--- src/design/xda_map.vh ---
`ifndef XDA_MAP_VH
`define XDA_MAP_VH
// operation class codes
`define XDA_OP_NONE 5'h00
`define XDA_OP_MOVE 5'h01
`define XDA_OP_MOVE_SEG 5'h02
`define XDA_OP_TABLE_TRANSLATE_OP 5'h03
`define XDA_OP_LOFF 5'h04
`define XDA_OP_LFPD 5'h05
`define XDA_OP_LFPE 5'h06
`define XDA_OP_F2AH 5'h07
`define XDA_OP_AH2F 5'h08
`define XDA_OP_SEGPFX 5'h09
`define XDA_OP_ADD 5'h0A
`define XDA_OP_ADC 5'h0B
`define XDA_OP_SUB 5'h0C
`define XDA_OP_SBB 5'h0D
`define XDA_OP_CMP 5'h0E
`define XDA_OP_INC 5'h0F
`define XDA_OP_DEC 5'h10
`define XDA_OP_NEG 5'h11
`define XDA_OP_AAA 5'h12
`define XDA_OP_DAA 5'h13
`define XDA_OP_AAS 5'h14
`define XDA_OP_DAS 5'h15
`define XDA_OP_MULU 5'h16
// first-byte opcodes
`define XDA_B_MOV_RM 7'h44
`define XDA_B_MOV_MR 7'h45
`define XDA_B_MOV_TOSEG 8'h8E
`define XDA_B_MOV_FRSEG 8'h8C
`define XDA_B_TABLE_TRANSLATE_OP 8'hD7
`define XDA_B_LOFF 8'h8D
`define XDA_B_LFPD 8'hC5
`define XDA_B_LFPE 8'hC4
`define XDA_B_F2AH 8'h9F
`define XDA_B_AH2F 8'h9E
`define XDA_B_PFX_CS 8'h2E
`define XDA_B_PFX_ES 8'h26
`define XDA_B_ADD 6'h00
`define XDA_B_ADC 6'h04
`define XDA_B_SUB 6'h0A
`define XDA_B_SBB 6'h06
`define XDA_B_IMM 6'h20
`define XDA_B_IDEC 7'h7F
`define XDA_B_CMP_RM 7'h1D
`define XDA_B_CMP_MR 7'h1C
`define XDA_B_GRP3 7'h7B
`define XDA_B_INCR 5'h08
`define XDA_B_DECR 5'h09
`define XDA_B_AAA 8'h37
`define XDA_B_DAA 8'h27
`define XDA_B_AAS 8'h3F
`define XDA_B_DAS 8'h2F
// reg and mod field selectors
`define XDA_R_ADD 3'h0
`define XDA_R_ADC 3'h2
`define XDA_R_SUB 3'h5
`define XDA_R_SBB 3'h3
`define XDA_R_CMP 3'h7
`define XDA_R_INC 3'h0
`define XDA_R_DEC 3'h1
`define XDA_R_NEG 3'h3
`define XDA_R_MUL 3'h4
`define XDA_MOD_REG 2'h3
`define XDA_SEG_ES 2'h0
`define XDA_SEG_CS 2'h1
`define XDA_SEG_SS 2'h2
`define XDA_SEG_DS 2'h3
// clock counts: minimums, multiply span, address cost and handshake slack
`define XDA_C_2 7'h02
`define XDA_C_3 7'h03
`define XDA_C_4 7'h04
`define XDA_C_6 7'h06
`define XDA_C_7 7'h07
`define XDA_C_8 7'h08
`define XDA_C_9 7'h09
`define XDA_C_10 7'h0A
`define XDA_C_11 7'h0B
`define XDA_C_12 7'h0C
`define XDA_C_15 7'h0F
`define XDA_C_16 7'h10
`define XDA_C_18 7'h12
`define XDA_C_MUL_RB 7'h1A
`define XDA_C_MUL_RW 7'h23
`define XDA_C_MUL_MB 7'h20
`define XDA_C_MUL_MW 7'h29
`define XDA_C_MUL_SPAN 7'h02
`define XDA_C_EA 7'h04
`define XDA_C_HS_MAX 2'h2
`endif

--- src/design/xda_decoder.v ---
// Notes on behaviour
// - listed clock counts are minimums; bytes are assumed present in the queue
// - wait states or bus holds stretch execution beyond the minimum
// - memory instructions may take one or two extra clocks for handshake
// - move reg to r/m 1000100w is 2/12; reverse 1000101w is 2/9
// - move into segment register 10001110, zero bit before segment field, 2/9
// - move from segment register 10001100, zero bit before segment, 2/11
// - flags to high acc byte 10011111 is 2; reverse 10011110 is 3
// - one-byte prefixes 00101110 code and 00100110 extra redirect, 2 clocks
// - add 000000dw is 3 between registers and 10 with a memory operand, whichever way d points
// - immediate group 100000sw chooses op by reg; s sign-extends byte immediate
// - subtract 001010dw and borrow 000110dw take 3 or 10
// - inc/dec 1111111w reg 000/001 take 3/15; short forms take 3
// - compare 0011101w and 0011100w update flags only, 3 or 10
// - negate 1111011w reg 011 takes 3 or 10
// - ascii add adjust 00110111 is 8; decimal add adjust 00100111 is 4
// - ascii sub adjust 00111111 is 7; decimal sub adjust 00101111 is 4
// - unsigned multiply reg 100: 26-28, 35-37, 32-34, 41-43 clocks
// - misaligned word access adds bus activity beyond the minimum
// - mod 11 makes r/m a second register selector
// - segment selector 00 extra, 01 code, 10 stack, 11 data
// - effective address costs four clocks, already in memory counts
`timescale 1ns/1ps
`include "xda_map.vh"
module xda_decoder #(
   parameter CNT_W = 7
) (
   input wire i_clk_sys,
   input wire i_arst_n,
   input wire i_ce,
   input wire i_valid,
   input wire [7:0] i_byte0,
   input wire [7:0] i_byte1,
   input wire i_bus_wait,
   input wire i_bus_hold,
   input wire i_hs_extra_1,
   input wire i_hs_extra_2,
   input wire i_addr_odd,
   output reg o_valid,
   output reg [4:0] o_op,
   output reg o_illegal,
   output reg o_word,
   output reg o_reg_dest,
   output reg o_mem,
   output reg o_two_regs,
   output reg [2:0] o_reg,
   output reg [2:0] o_rm,
   output reg [1:0] o_seg,
   output reg o_seg_override,
   output reg [1:0] o_override_seg,
   output reg o_sign_ext,
   output reg o_flags_only,
   output reg o_writes_acc_low,
   output reg o_needs_modrm,
   output reg [CNT_W-1:0] o_min_clocks,
   output reg [CNT_W-1:0] o_max_clocks,
   output reg o_busy,
   output reg o_done
);
   // pin-side stall and alignment sources cross into the clock domain first
   reg [1:0] wait_s1;
   reg [1:0] wait_s2;
   reg addr_odd_s1;
   reg addr_odd_s2;

   // picks the memory or the register count from a form's count pair
   function [CNT_W-1:0] pick;
      input is_mem;
      input [CNT_W-1:0] reg_cnt;
      input [CNT_W-1:0] mem_cnt;
      begin
         pick = is_mem ? mem_cnt : reg_cnt;
      end
   endfunction

   wire [1:0] mod_f = i_byte1[7:6];
   wire [2:0] reg_f = i_byte1[5:3];
   wire [2:0] rm_f = i_byte1[2:0];
   wire is_mem = (mod_f != `XDA_MOD_REG);

   reg [4:0] next_op;
   reg next_illegal;
   reg next_word;
   reg next_dest;
   reg next_modrm;
   reg next_flags_only;
   reg next_acc_low;
   reg next_sext;
   reg next_pfx;
   reg [1:0] next_pfx_seg;
   reg [CNT_W-1:0] next_min;
   reg [CNT_W-1:0] next_span;

   // opcode decode and minimum clock count
   always @* begin
      next_op = `XDA_OP_NONE;
      next_illegal = 1'b0;
      next_word = i_byte0[0];
      next_dest = i_byte0[1];
      next_modrm = 1'b1;
      next_flags_only = 1'b0;
      next_acc_low = 1'b0;
      next_sext = 1'b0;
      next_pfx = 1'b0;
      next_pfx_seg = `XDA_SEG_DS;
      next_min = {CNT_W{1'b0}};
      next_span = {CNT_W{1'b0}};
      if (i_byte0[7:1] == `XDA_B_MOV_RM) begin
         next_op = `XDA_OP_MOVE;
         next_dest = 1'b0;
         next_min = pick(is_mem, `XDA_C_2, `XDA_C_12);
      end else if (i_byte0[7:1] == `XDA_B_MOV_MR) begin
         next_op = `XDA_OP_MOVE;
         next_dest = 1'b1;
         next_min = pick(is_mem, `XDA_C_2, `XDA_C_9);
      end else if (i_byte0 == `XDA_B_MOV_TOSEG) begin
         next_op = `XDA_OP_MOVE_SEG;
         next_word = 1'b1;
         next_dest = 1'b1;
         next_illegal = reg_f[2];
         next_min = pick(is_mem, `XDA_C_2, `XDA_C_9);
      end else if (i_byte0 == `XDA_B_MOV_FRSEG) begin
         next_op = `XDA_OP_MOVE_SEG;
         next_word = 1'b1;
         next_dest = 1'b0;
         next_illegal = reg_f[2];
         next_min = pick(is_mem, `XDA_C_2, `XDA_C_11);
      end else if (i_byte0 == `XDA_B_TABLE_TRANSLATE_OP) begin
         next_op = `XDA_OP_TABLE_TRANSLATE_OP;
         next_modrm = 1'b0;
         next_word = 1'b0;
         next_acc_low = 1'b1;
         next_min = `XDA_C_11;
      end else if (i_byte0 == `XDA_B_LOFF) begin
         next_op = `XDA_OP_LOFF;
         next_word = 1'b1;
         next_dest = 1'b1;
         next_min = `XDA_C_6;
      end else if (i_byte0 == `XDA_B_LFPD || i_byte0 == `XDA_B_LFPE) begin
         next_op = i_byte0[0] ? `XDA_OP_LFPD : `XDA_OP_LFPE;
         next_word = 1'b1;
         next_dest = 1'b1;
         next_illegal = !is_mem;
         next_min = `XDA_C_18;
      end else if (i_byte0 == `XDA_B_F2AH) begin
         next_op = `XDA_OP_F2AH;
         next_modrm = 1'b0;
         next_min = `XDA_C_2;
      end else if (i_byte0 == `XDA_B_AH2F) begin
         next_op = `XDA_OP_AH2F;
         next_modrm = 1'b0;
         next_min = `XDA_C_3;
      end else if (i_byte0 == `XDA_B_PFX_CS || i_byte0 == `XDA_B_PFX_ES) begin
         next_op = `XDA_OP_SEGPFX;
         next_modrm = 1'b0;
         next_pfx = 1'b1;
         next_pfx_seg = i_byte0[4:3];
         next_min = `XDA_C_2;
      end else if (i_byte0[7:2] == `XDA_B_ADD || i_byte0[7:2] == `XDA_B_ADC ||
                   i_byte0[7:2] == `XDA_B_SUB || i_byte0[7:2] == `XDA_B_SBB) begin
         case (i_byte0[7:2])
            `XDA_B_ADD: next_op = `XDA_OP_ADD;
            `XDA_B_ADC: next_op = `XDA_OP_ADC;
            `XDA_B_SUB: next_op = `XDA_OP_SUB;
            default: next_op = `XDA_OP_SBB;
         endcase
         // a memory operand costs the memory count whichever way d points
         next_min = pick(is_mem, `XDA_C_3, `XDA_C_10);
      end else if (i_byte0[7:2] == `XDA_B_IMM) begin
         next_sext = i_byte0[1] & i_byte0[0];
         next_dest = 1'b0;
         next_min = pick(is_mem, `XDA_C_4, `XDA_C_16);
         case (reg_f)
            `XDA_R_ADD: next_op = `XDA_OP_ADD;
            `XDA_R_ADC: next_op = `XDA_OP_ADC;
            `XDA_R_SUB: next_op = `XDA_OP_SUB;
            `XDA_R_SBB: next_op = `XDA_OP_SBB;
            `XDA_R_CMP: begin
               next_op = `XDA_OP_CMP;
               next_flags_only = 1'b1;
               next_min = pick(is_mem, `XDA_C_3, `XDA_C_10);
            end
            default: next_illegal = 1'b1; // logic forms live in another block
         endcase
      end else if (i_byte0[7:1] == `XDA_B_IDEC) begin
         next_dest = 1'b0;
         next_min = pick(is_mem, `XDA_C_3, `XDA_C_15);
         if (reg_f == `XDA_R_INC) begin
            next_op = `XDA_OP_INC;
         end else if (reg_f == `XDA_R_DEC) begin
            next_op = `XDA_OP_DEC;
         end else begin
            next_illegal = 1'b1;
         end
      end else if (i_byte0[7:3] == `XDA_B_INCR || i_byte0[7:3] == `XDA_B_DECR) begin
         next_op = i_byte0[3] ? `XDA_OP_DEC : `XDA_OP_INC;
         next_modrm = 1'b0;
         next_word = 1'b1;
         next_min = `XDA_C_3;
      end else if (i_byte0[7:1] == `XDA_B_CMP_RM || i_byte0[7:1] == `XDA_B_CMP_MR) begin
         next_op = `XDA_OP_CMP;
         next_flags_only = 1'b1;
         next_min = pick(is_mem, `XDA_C_3, `XDA_C_10);
      end else if (i_byte0[7:1] == `XDA_B_GRP3) begin
         next_dest = 1'b0;
         if (reg_f == `XDA_R_NEG) begin
            next_op = `XDA_OP_NEG;
            next_min = pick(is_mem, `XDA_C_3, `XDA_C_10);
         end else if (reg_f == `XDA_R_MUL) begin
            next_op = `XDA_OP_MULU;
            next_span = `XDA_C_MUL_SPAN;
            if (i_byte0[0]) begin
               next_min = pick(is_mem, `XDA_C_MUL_RW, `XDA_C_MUL_MW);
            end else begin
               next_min = pick(is_mem, `XDA_C_MUL_RB, `XDA_C_MUL_MB);
            end
         end else begin
            next_illegal = 1'b1;
         end
      end else if (i_byte0 == `XDA_B_AAA) begin
         next_op = `XDA_OP_AAA;
         next_modrm = 1'b0;
         next_min = `XDA_C_8;
      end else if (i_byte0 == `XDA_B_DAA) begin
         next_op = `XDA_OP_DAA;
         next_modrm = 1'b0;
         next_min = `XDA_C_4;
      end else if (i_byte0 == `XDA_B_AAS) begin
         next_op = `XDA_OP_AAS;
         next_modrm = 1'b0;
         next_min = `XDA_C_7;
      end else if (i_byte0 == `XDA_B_DAS) begin
         next_op = `XDA_OP_DAS;
         next_modrm = 1'b0;
         next_min = `XDA_C_4;
      end else begin
         next_illegal = 1'b1;
         next_modrm = 1'b0;
      end
   end

   // upper bound of the memory handshake slack
   wire mem_acc = next_modrm && is_mem && (next_op != `XDA_OP_LOFF);
   wire [CNT_W-1:0] next_max = next_min + next_span +
                               (mem_acc ? {{(CNT_W-2){1'b0}}, `XDA_C_HS_MAX} :
                                          {CNT_W{1'b0}});

   reg [CNT_W-1:0] remain;
   reg pfx_pending;
   reg [1:0] pfx_seg;
   reg hs_more;
   reg [1:0] hs_left;

   // synchronisers: first stage feeds only the second
   always @(posedge i_clk_sys or negedge i_arst_n) begin
      if (!i_arst_n) begin
         wait_s1 <= 2'h0;
         wait_s2 <= 2'h0;
         addr_odd_s1 <= 1'b0;
         addr_odd_s2 <= 1'b0;
      end else if (i_ce) begin
         wait_s1 <= {i_bus_hold, i_bus_wait};
         wait_s2 <= wait_s1;
         addr_odd_s1 <= i_addr_odd;
         addr_odd_s2 <= addr_odd_s1;
      end
   end

   // stalls hold the countdown; counts never beat the published minimum
   wire stall = |wait_s2;
   // offset load has no memory cycle, so odd addresses cost it nothing
   wire misalign = addr_odd_s2 && o_word && o_mem && hs_more;
   wire accept = i_valid && !o_busy;

   // issue and execution countdown
   always @(posedge i_clk_sys or negedge i_arst_n) begin
      if (!i_arst_n) begin
         o_valid <= 1'b0;
         o_op <= `XDA_OP_NONE;
         o_illegal <= 1'b0;
         o_word <= 1'b0;
         o_reg_dest <= 1'b0;
         o_mem <= 1'b0;
         o_two_regs <= 1'b0;
         o_reg <= 3'h0;
         o_rm <= 3'h0;
         o_seg <= `XDA_SEG_ES;
         o_seg_override <= 1'b0;
         o_override_seg <= `XDA_SEG_DS;
         o_sign_ext <= 1'b0;
         o_flags_only <= 1'b0;
         o_writes_acc_low <= 1'b0;
         o_needs_modrm <= 1'b0;
         o_min_clocks <= {CNT_W{1'b0}};
         o_max_clocks <= {CNT_W{1'b0}};
         o_busy <= 1'b0;
         o_done <= 1'b0;
         remain <= {CNT_W{1'b0}};
         pfx_pending <= 1'b0;
         pfx_seg <= `XDA_SEG_DS;
         hs_more <= 1'b0;
         hs_left <= 2'h0;
      end else if (i_ce) begin
         o_valid <= accept;
         o_done <= 1'b0;
         if (accept) begin
            o_op <= next_op;
            o_illegal <= next_illegal;
            o_word <= next_word;
            o_reg_dest <= next_dest;
            o_mem <= next_modrm && is_mem;
            o_two_regs <= next_modrm && !is_mem;
            o_reg <= reg_f;
            o_rm <= rm_f;
            o_seg <= reg_f[1:0];
            o_sign_ext <= next_sext;
            o_flags_only <= next_flags_only;
            o_writes_acc_low <= next_acc_low;
            o_needs_modrm <= next_modrm;
            o_min_clocks <= next_min;
            o_max_clocks <= next_max;
            // a prefix is consumed by the next non-prefix instruction, and overrides only if it has a memory operand
            o_seg_override <= pfx_pending && !next_pfx && next_modrm && is_mem;
            o_override_seg <= pfx_seg;
            if (next_pfx) begin
               pfx_pending <= 1'b1;
               pfx_seg <= next_pfx_seg;
            end else begin
               pfx_pending <= 1'b0;
            end
            o_busy <= 1'b1;
            remain <= next_min - {{(CNT_W-1){1'b0}}, 1'b1};
            hs_more <= mem_acc;
            hs_left <= {i_hs_extra_2, i_hs_extra_1 & ~i_hs_extra_2};
         end else if (o_busy && !stall) begin
            if (remain != {CNT_W{1'b0}}) begin
               remain <= remain - {{(CNT_W-1){1'b0}}, 1'b1};
            end else if (misalign) begin
               o_mem <= 1'b0; // one extra bus pass for the odd half
            end else if (hs_more && hs_left != 2'h0) begin
               hs_left <= hs_left - 2'h1;
            end else begin
               o_busy <= 1'b0;
               o_done <= 1'b1;
            end
         end
      end
   end
endmodule

--- config.mk ---
export PLATFORM = sky130hd
export DESIGN_NAME = xda_decoder
export DESIGN_NICKNAME = d
export VERILOG_FILES = /design/src/design/xda_decoder.v
export VERILOG_INCLUDE_DIRS = /design/src /design/src/design
export SDC_FILE = /design/constraint.sdc
export NUM_CORES = 1
export LEC_CHECK = 0
export BUFFER_PORTS_ARGS = -buffer_cell sky130_fd_sc_hd__buf_2
export CAP_MARGIN = 5
export CORE_MARGIN = 5
export CORE_UTILIZATION = 50
export DETAILED_ROUTE_END_ITERATION = 8
export MAX_ROUTING_LAYER = met4
export PLACE_DENSITY = 0.88
export SLEW_MARGIN = 20
export SYNTH_ARGS = -nofsm -noshare
export SYNTH_HDL_FRONTEND = slang
export SYNTH_SLANG_ARGS = --single-unit
--- constraint.sdc ---
create_clock -name i_clk_sys -period 2 [get_ports i_clk_sys]
set_input_delay 0.2 -clock i_clk_sys [delete_from_list [all_inputs] [get_ports i_clk_sys]]
set_output_delay 0.2 -clock i_clk_sys [all_outputs]
set_load 0.1 [all_outputs]
==> reports/metrics.csv <==
metric,value,unit
status,"complete, but fails checks",
failing checks,"negative hold slack, negative setup slack",
unrepaired setup endpoints after global routing,true,
number of synthesized flops with an enable pin,0,
Row Count,31,
crit path buf inv count,2,
Post-Synthesis Cells,441,
nets,657,
post-DP HPWL,9810,um
GRT overflow,0,
vias per cell,5.88,
Place WS,-697,ps
Worst setup SP type,input port,
Netlist cell types,74,
drt drc,0,
Regs by FF count,"o_max_clocks (7), remain (7)",
average size of a mapped cell,8.40,um2
Root Driver,clkbuf_8,
crit path kind,input port to flop,
Inst Count DP,689,
crit-path cells,"buf_8, nand2_8, clkinv_8, ha_4, or4b_4, a211o_1, a221o_1, o211ai_4, nand2_4, a22o_4, a211o_1, nand3_1",
Setup WS post-layout,-320,ps
Syn Nets,473,
CTS tree,yes,
DRT Wirelength,13800,um
Post-DRT Antenna Nets,0,
# diodes,0,
synthesized cell area,3710,um2
worst relative slew slack,52.2,%
PnR Total Power,5.80,mW
"IR drop worst, VDD",472,uV
placed cell areas,5060,um2
via count,4289,
clock skew,4.63,ps
Placer Congestion,0.988,
die footprint,9230,um2
main flop type after synthesis,dfrtp_1,
CP most frequent cell,a211o_1,
"Req. time, crit path",2280,ps
fraction of registers with async set/reset,100,%
initial core utilization,51.1,%
leak pwr,2.73,nW
total iterations of the first detailed-routing run,5,
Hold Crit Class,input port to asynchronous set/reset pin,
H-Tree Depth,3,
CORE AREA,7250,um2
die height,96.1,um
Clock Tree Buf Depth,2,
FF-to-FF path depth,7,
Worst setup EP type,flop,
Hold WS,-9.43,ps
"commonest non-fill, non-tap cells in the layout","buf_4, nand2_1, buf_2",
# IOs,67,
wire per inst,18.9,um
"commonest non-fill, non-tap cell in the layout",buf_4,
Slowest cell on crit path,or4b_4,
Final Hold Viols,16,
Max Fanout on Critical Path,4,
initial antenna violation count,0,
final worst path period need,2320,ps
"flops & latches, synth",57,
# Max-Cap Violations,0,
post-synthesis sequential area ratio,38.6,%
Finished Core Util,79.1,%
Least-Margin Pin Slew,711,ps
Port Buffer Count,65,
cts bufs inserted,9,
fmax,0.431,GHz
pwr/cell area,1010,nW/um2
area added between synthesis and finish,54.7,%
Tot GR Track Use,30.1,%
largest net degree at the start of global routing,58,
Reg2Reg Setup Slack,-250,ps
Iteration-0 DRC Markers,321,
Finish-stage setup viols,18,
ratio of cells with drive above 1 in the final layout,49.2,%
worst skew pair latency,350,ps
YS warnings,0,
final slew viol count,0,
Top delay family on crit path,compound AO/OA/AOI/OAI gates,
RR Startpoint,remain[0],
CTS sink cnt,57,
Layout Cells excl Fill,729,
Tcrit/Tclk final,116,%
first-pass GRT wire length,20500,um
Max stage delay on crit path,470,ps
final instance area,5730,um2
Critical Path AT,2600,ps
Reg-to-Reg End,o_busy,
vias in the first global route,4133,
die width,96.1,um
clock slew at reported path FFs,70,ps
==> worst max-delay path by stage <==
stage,start,end,depth (start not counted)
floorplan,i_byte0[0],remain[4],11
global placement,i_byte0[7],remain[6],12
detailed placement,i_byte0[7],remain[6],12
CTS,i_byte0[4],remain[4],15
global route,i_byte1[6],remain[4],12
finish,i_byte1[6],remain[4],12
==> area by class of cell <==
cell class | count | area [um2]
multi-input combinational | 342 | 2450
fill | 496 | 1520
timing repair buffer | 203 | 1500
sequential | 57 | 1430
clock buffer | 10 | 128
tap | 99 | 124
inverter | 12 | 67.6
clock inverter | 6 | 35.0
==> through the flow <==
step | hold slack [ps] | TNS (ps)
3_3_place_gp | 368 | -8030
2_1_floorplan | -95.6 | -2960
3_5_place_dp | 384 | -9370
4_1_cts | 19.1 | -2420
6_report | -9.43 | -3320
5_1_grt | 58.4 | -4430
==> kinds of logic after synthesis <==
logic type      synth area share (%)
simple gates                    28.8
compound gates                  19.2
flops                           38.6
buf+inv                         6.68
mux                             2.40
fa+ha+maj                       2.57
xor+xnor                        1.65
other cells                    0.101
==> synthesized netlist by cell type, types with 8 or more instances <==
cell type  number  area, um2
nor4_1          9       56.3
nor3_1         18       90.1
a21oi_1        27        135
nand2b_1        9       56.3
o21ai_0        31        155
nand3_1        10       50.1
nor2_1         31        116
nand2_1        93        349
clkbuf_1        9       33.8
dfrtp_1        53       1330
or3_1           8       50.1
inv_1          11       41.3
==> worst register-to-register path, stage by stage (launching register included) <==
cell,delay [ps]
dfrtp_1,400
or3_4,390
or3_4,350
nor3_4,150
nand3_2,120
or4b_4,560
nand2_2,90
nand2_1,60
==> repair_timing <==
action	4_1_cts	5_1_grt
buffers inserted	14	12
hold buffers	0	0
pin swaps	30	34
gates resized for setup	42	42
endpoints found under the setup margin	17	23
==> power by group <==
| group | switching (mW) | internal (mW) | total [mW] | leakage [nW] |
|---|---|---|---|---|
| combinational | 2.38 | 0.849 | 3.23 | 1.93 |
| clock | 0.490 | 0.440 | 0.930 | 0.0818 |
| sequential | 0.211 | 1.43 | 1.64 | 0.720 |
==> routing by layer <==
layer / GRT usage [%] / vias up / part of all wire (%)
met5: - / - / 0
met4: 10.4 / 0 / 3.9
met3: 5.39 / 61 / 8.0
met2: 50.4 / 249 / 49
met1: 36.4 / 2034 / 39
li1: - / 1945 / -
Power figures use the tool's default switching activity.
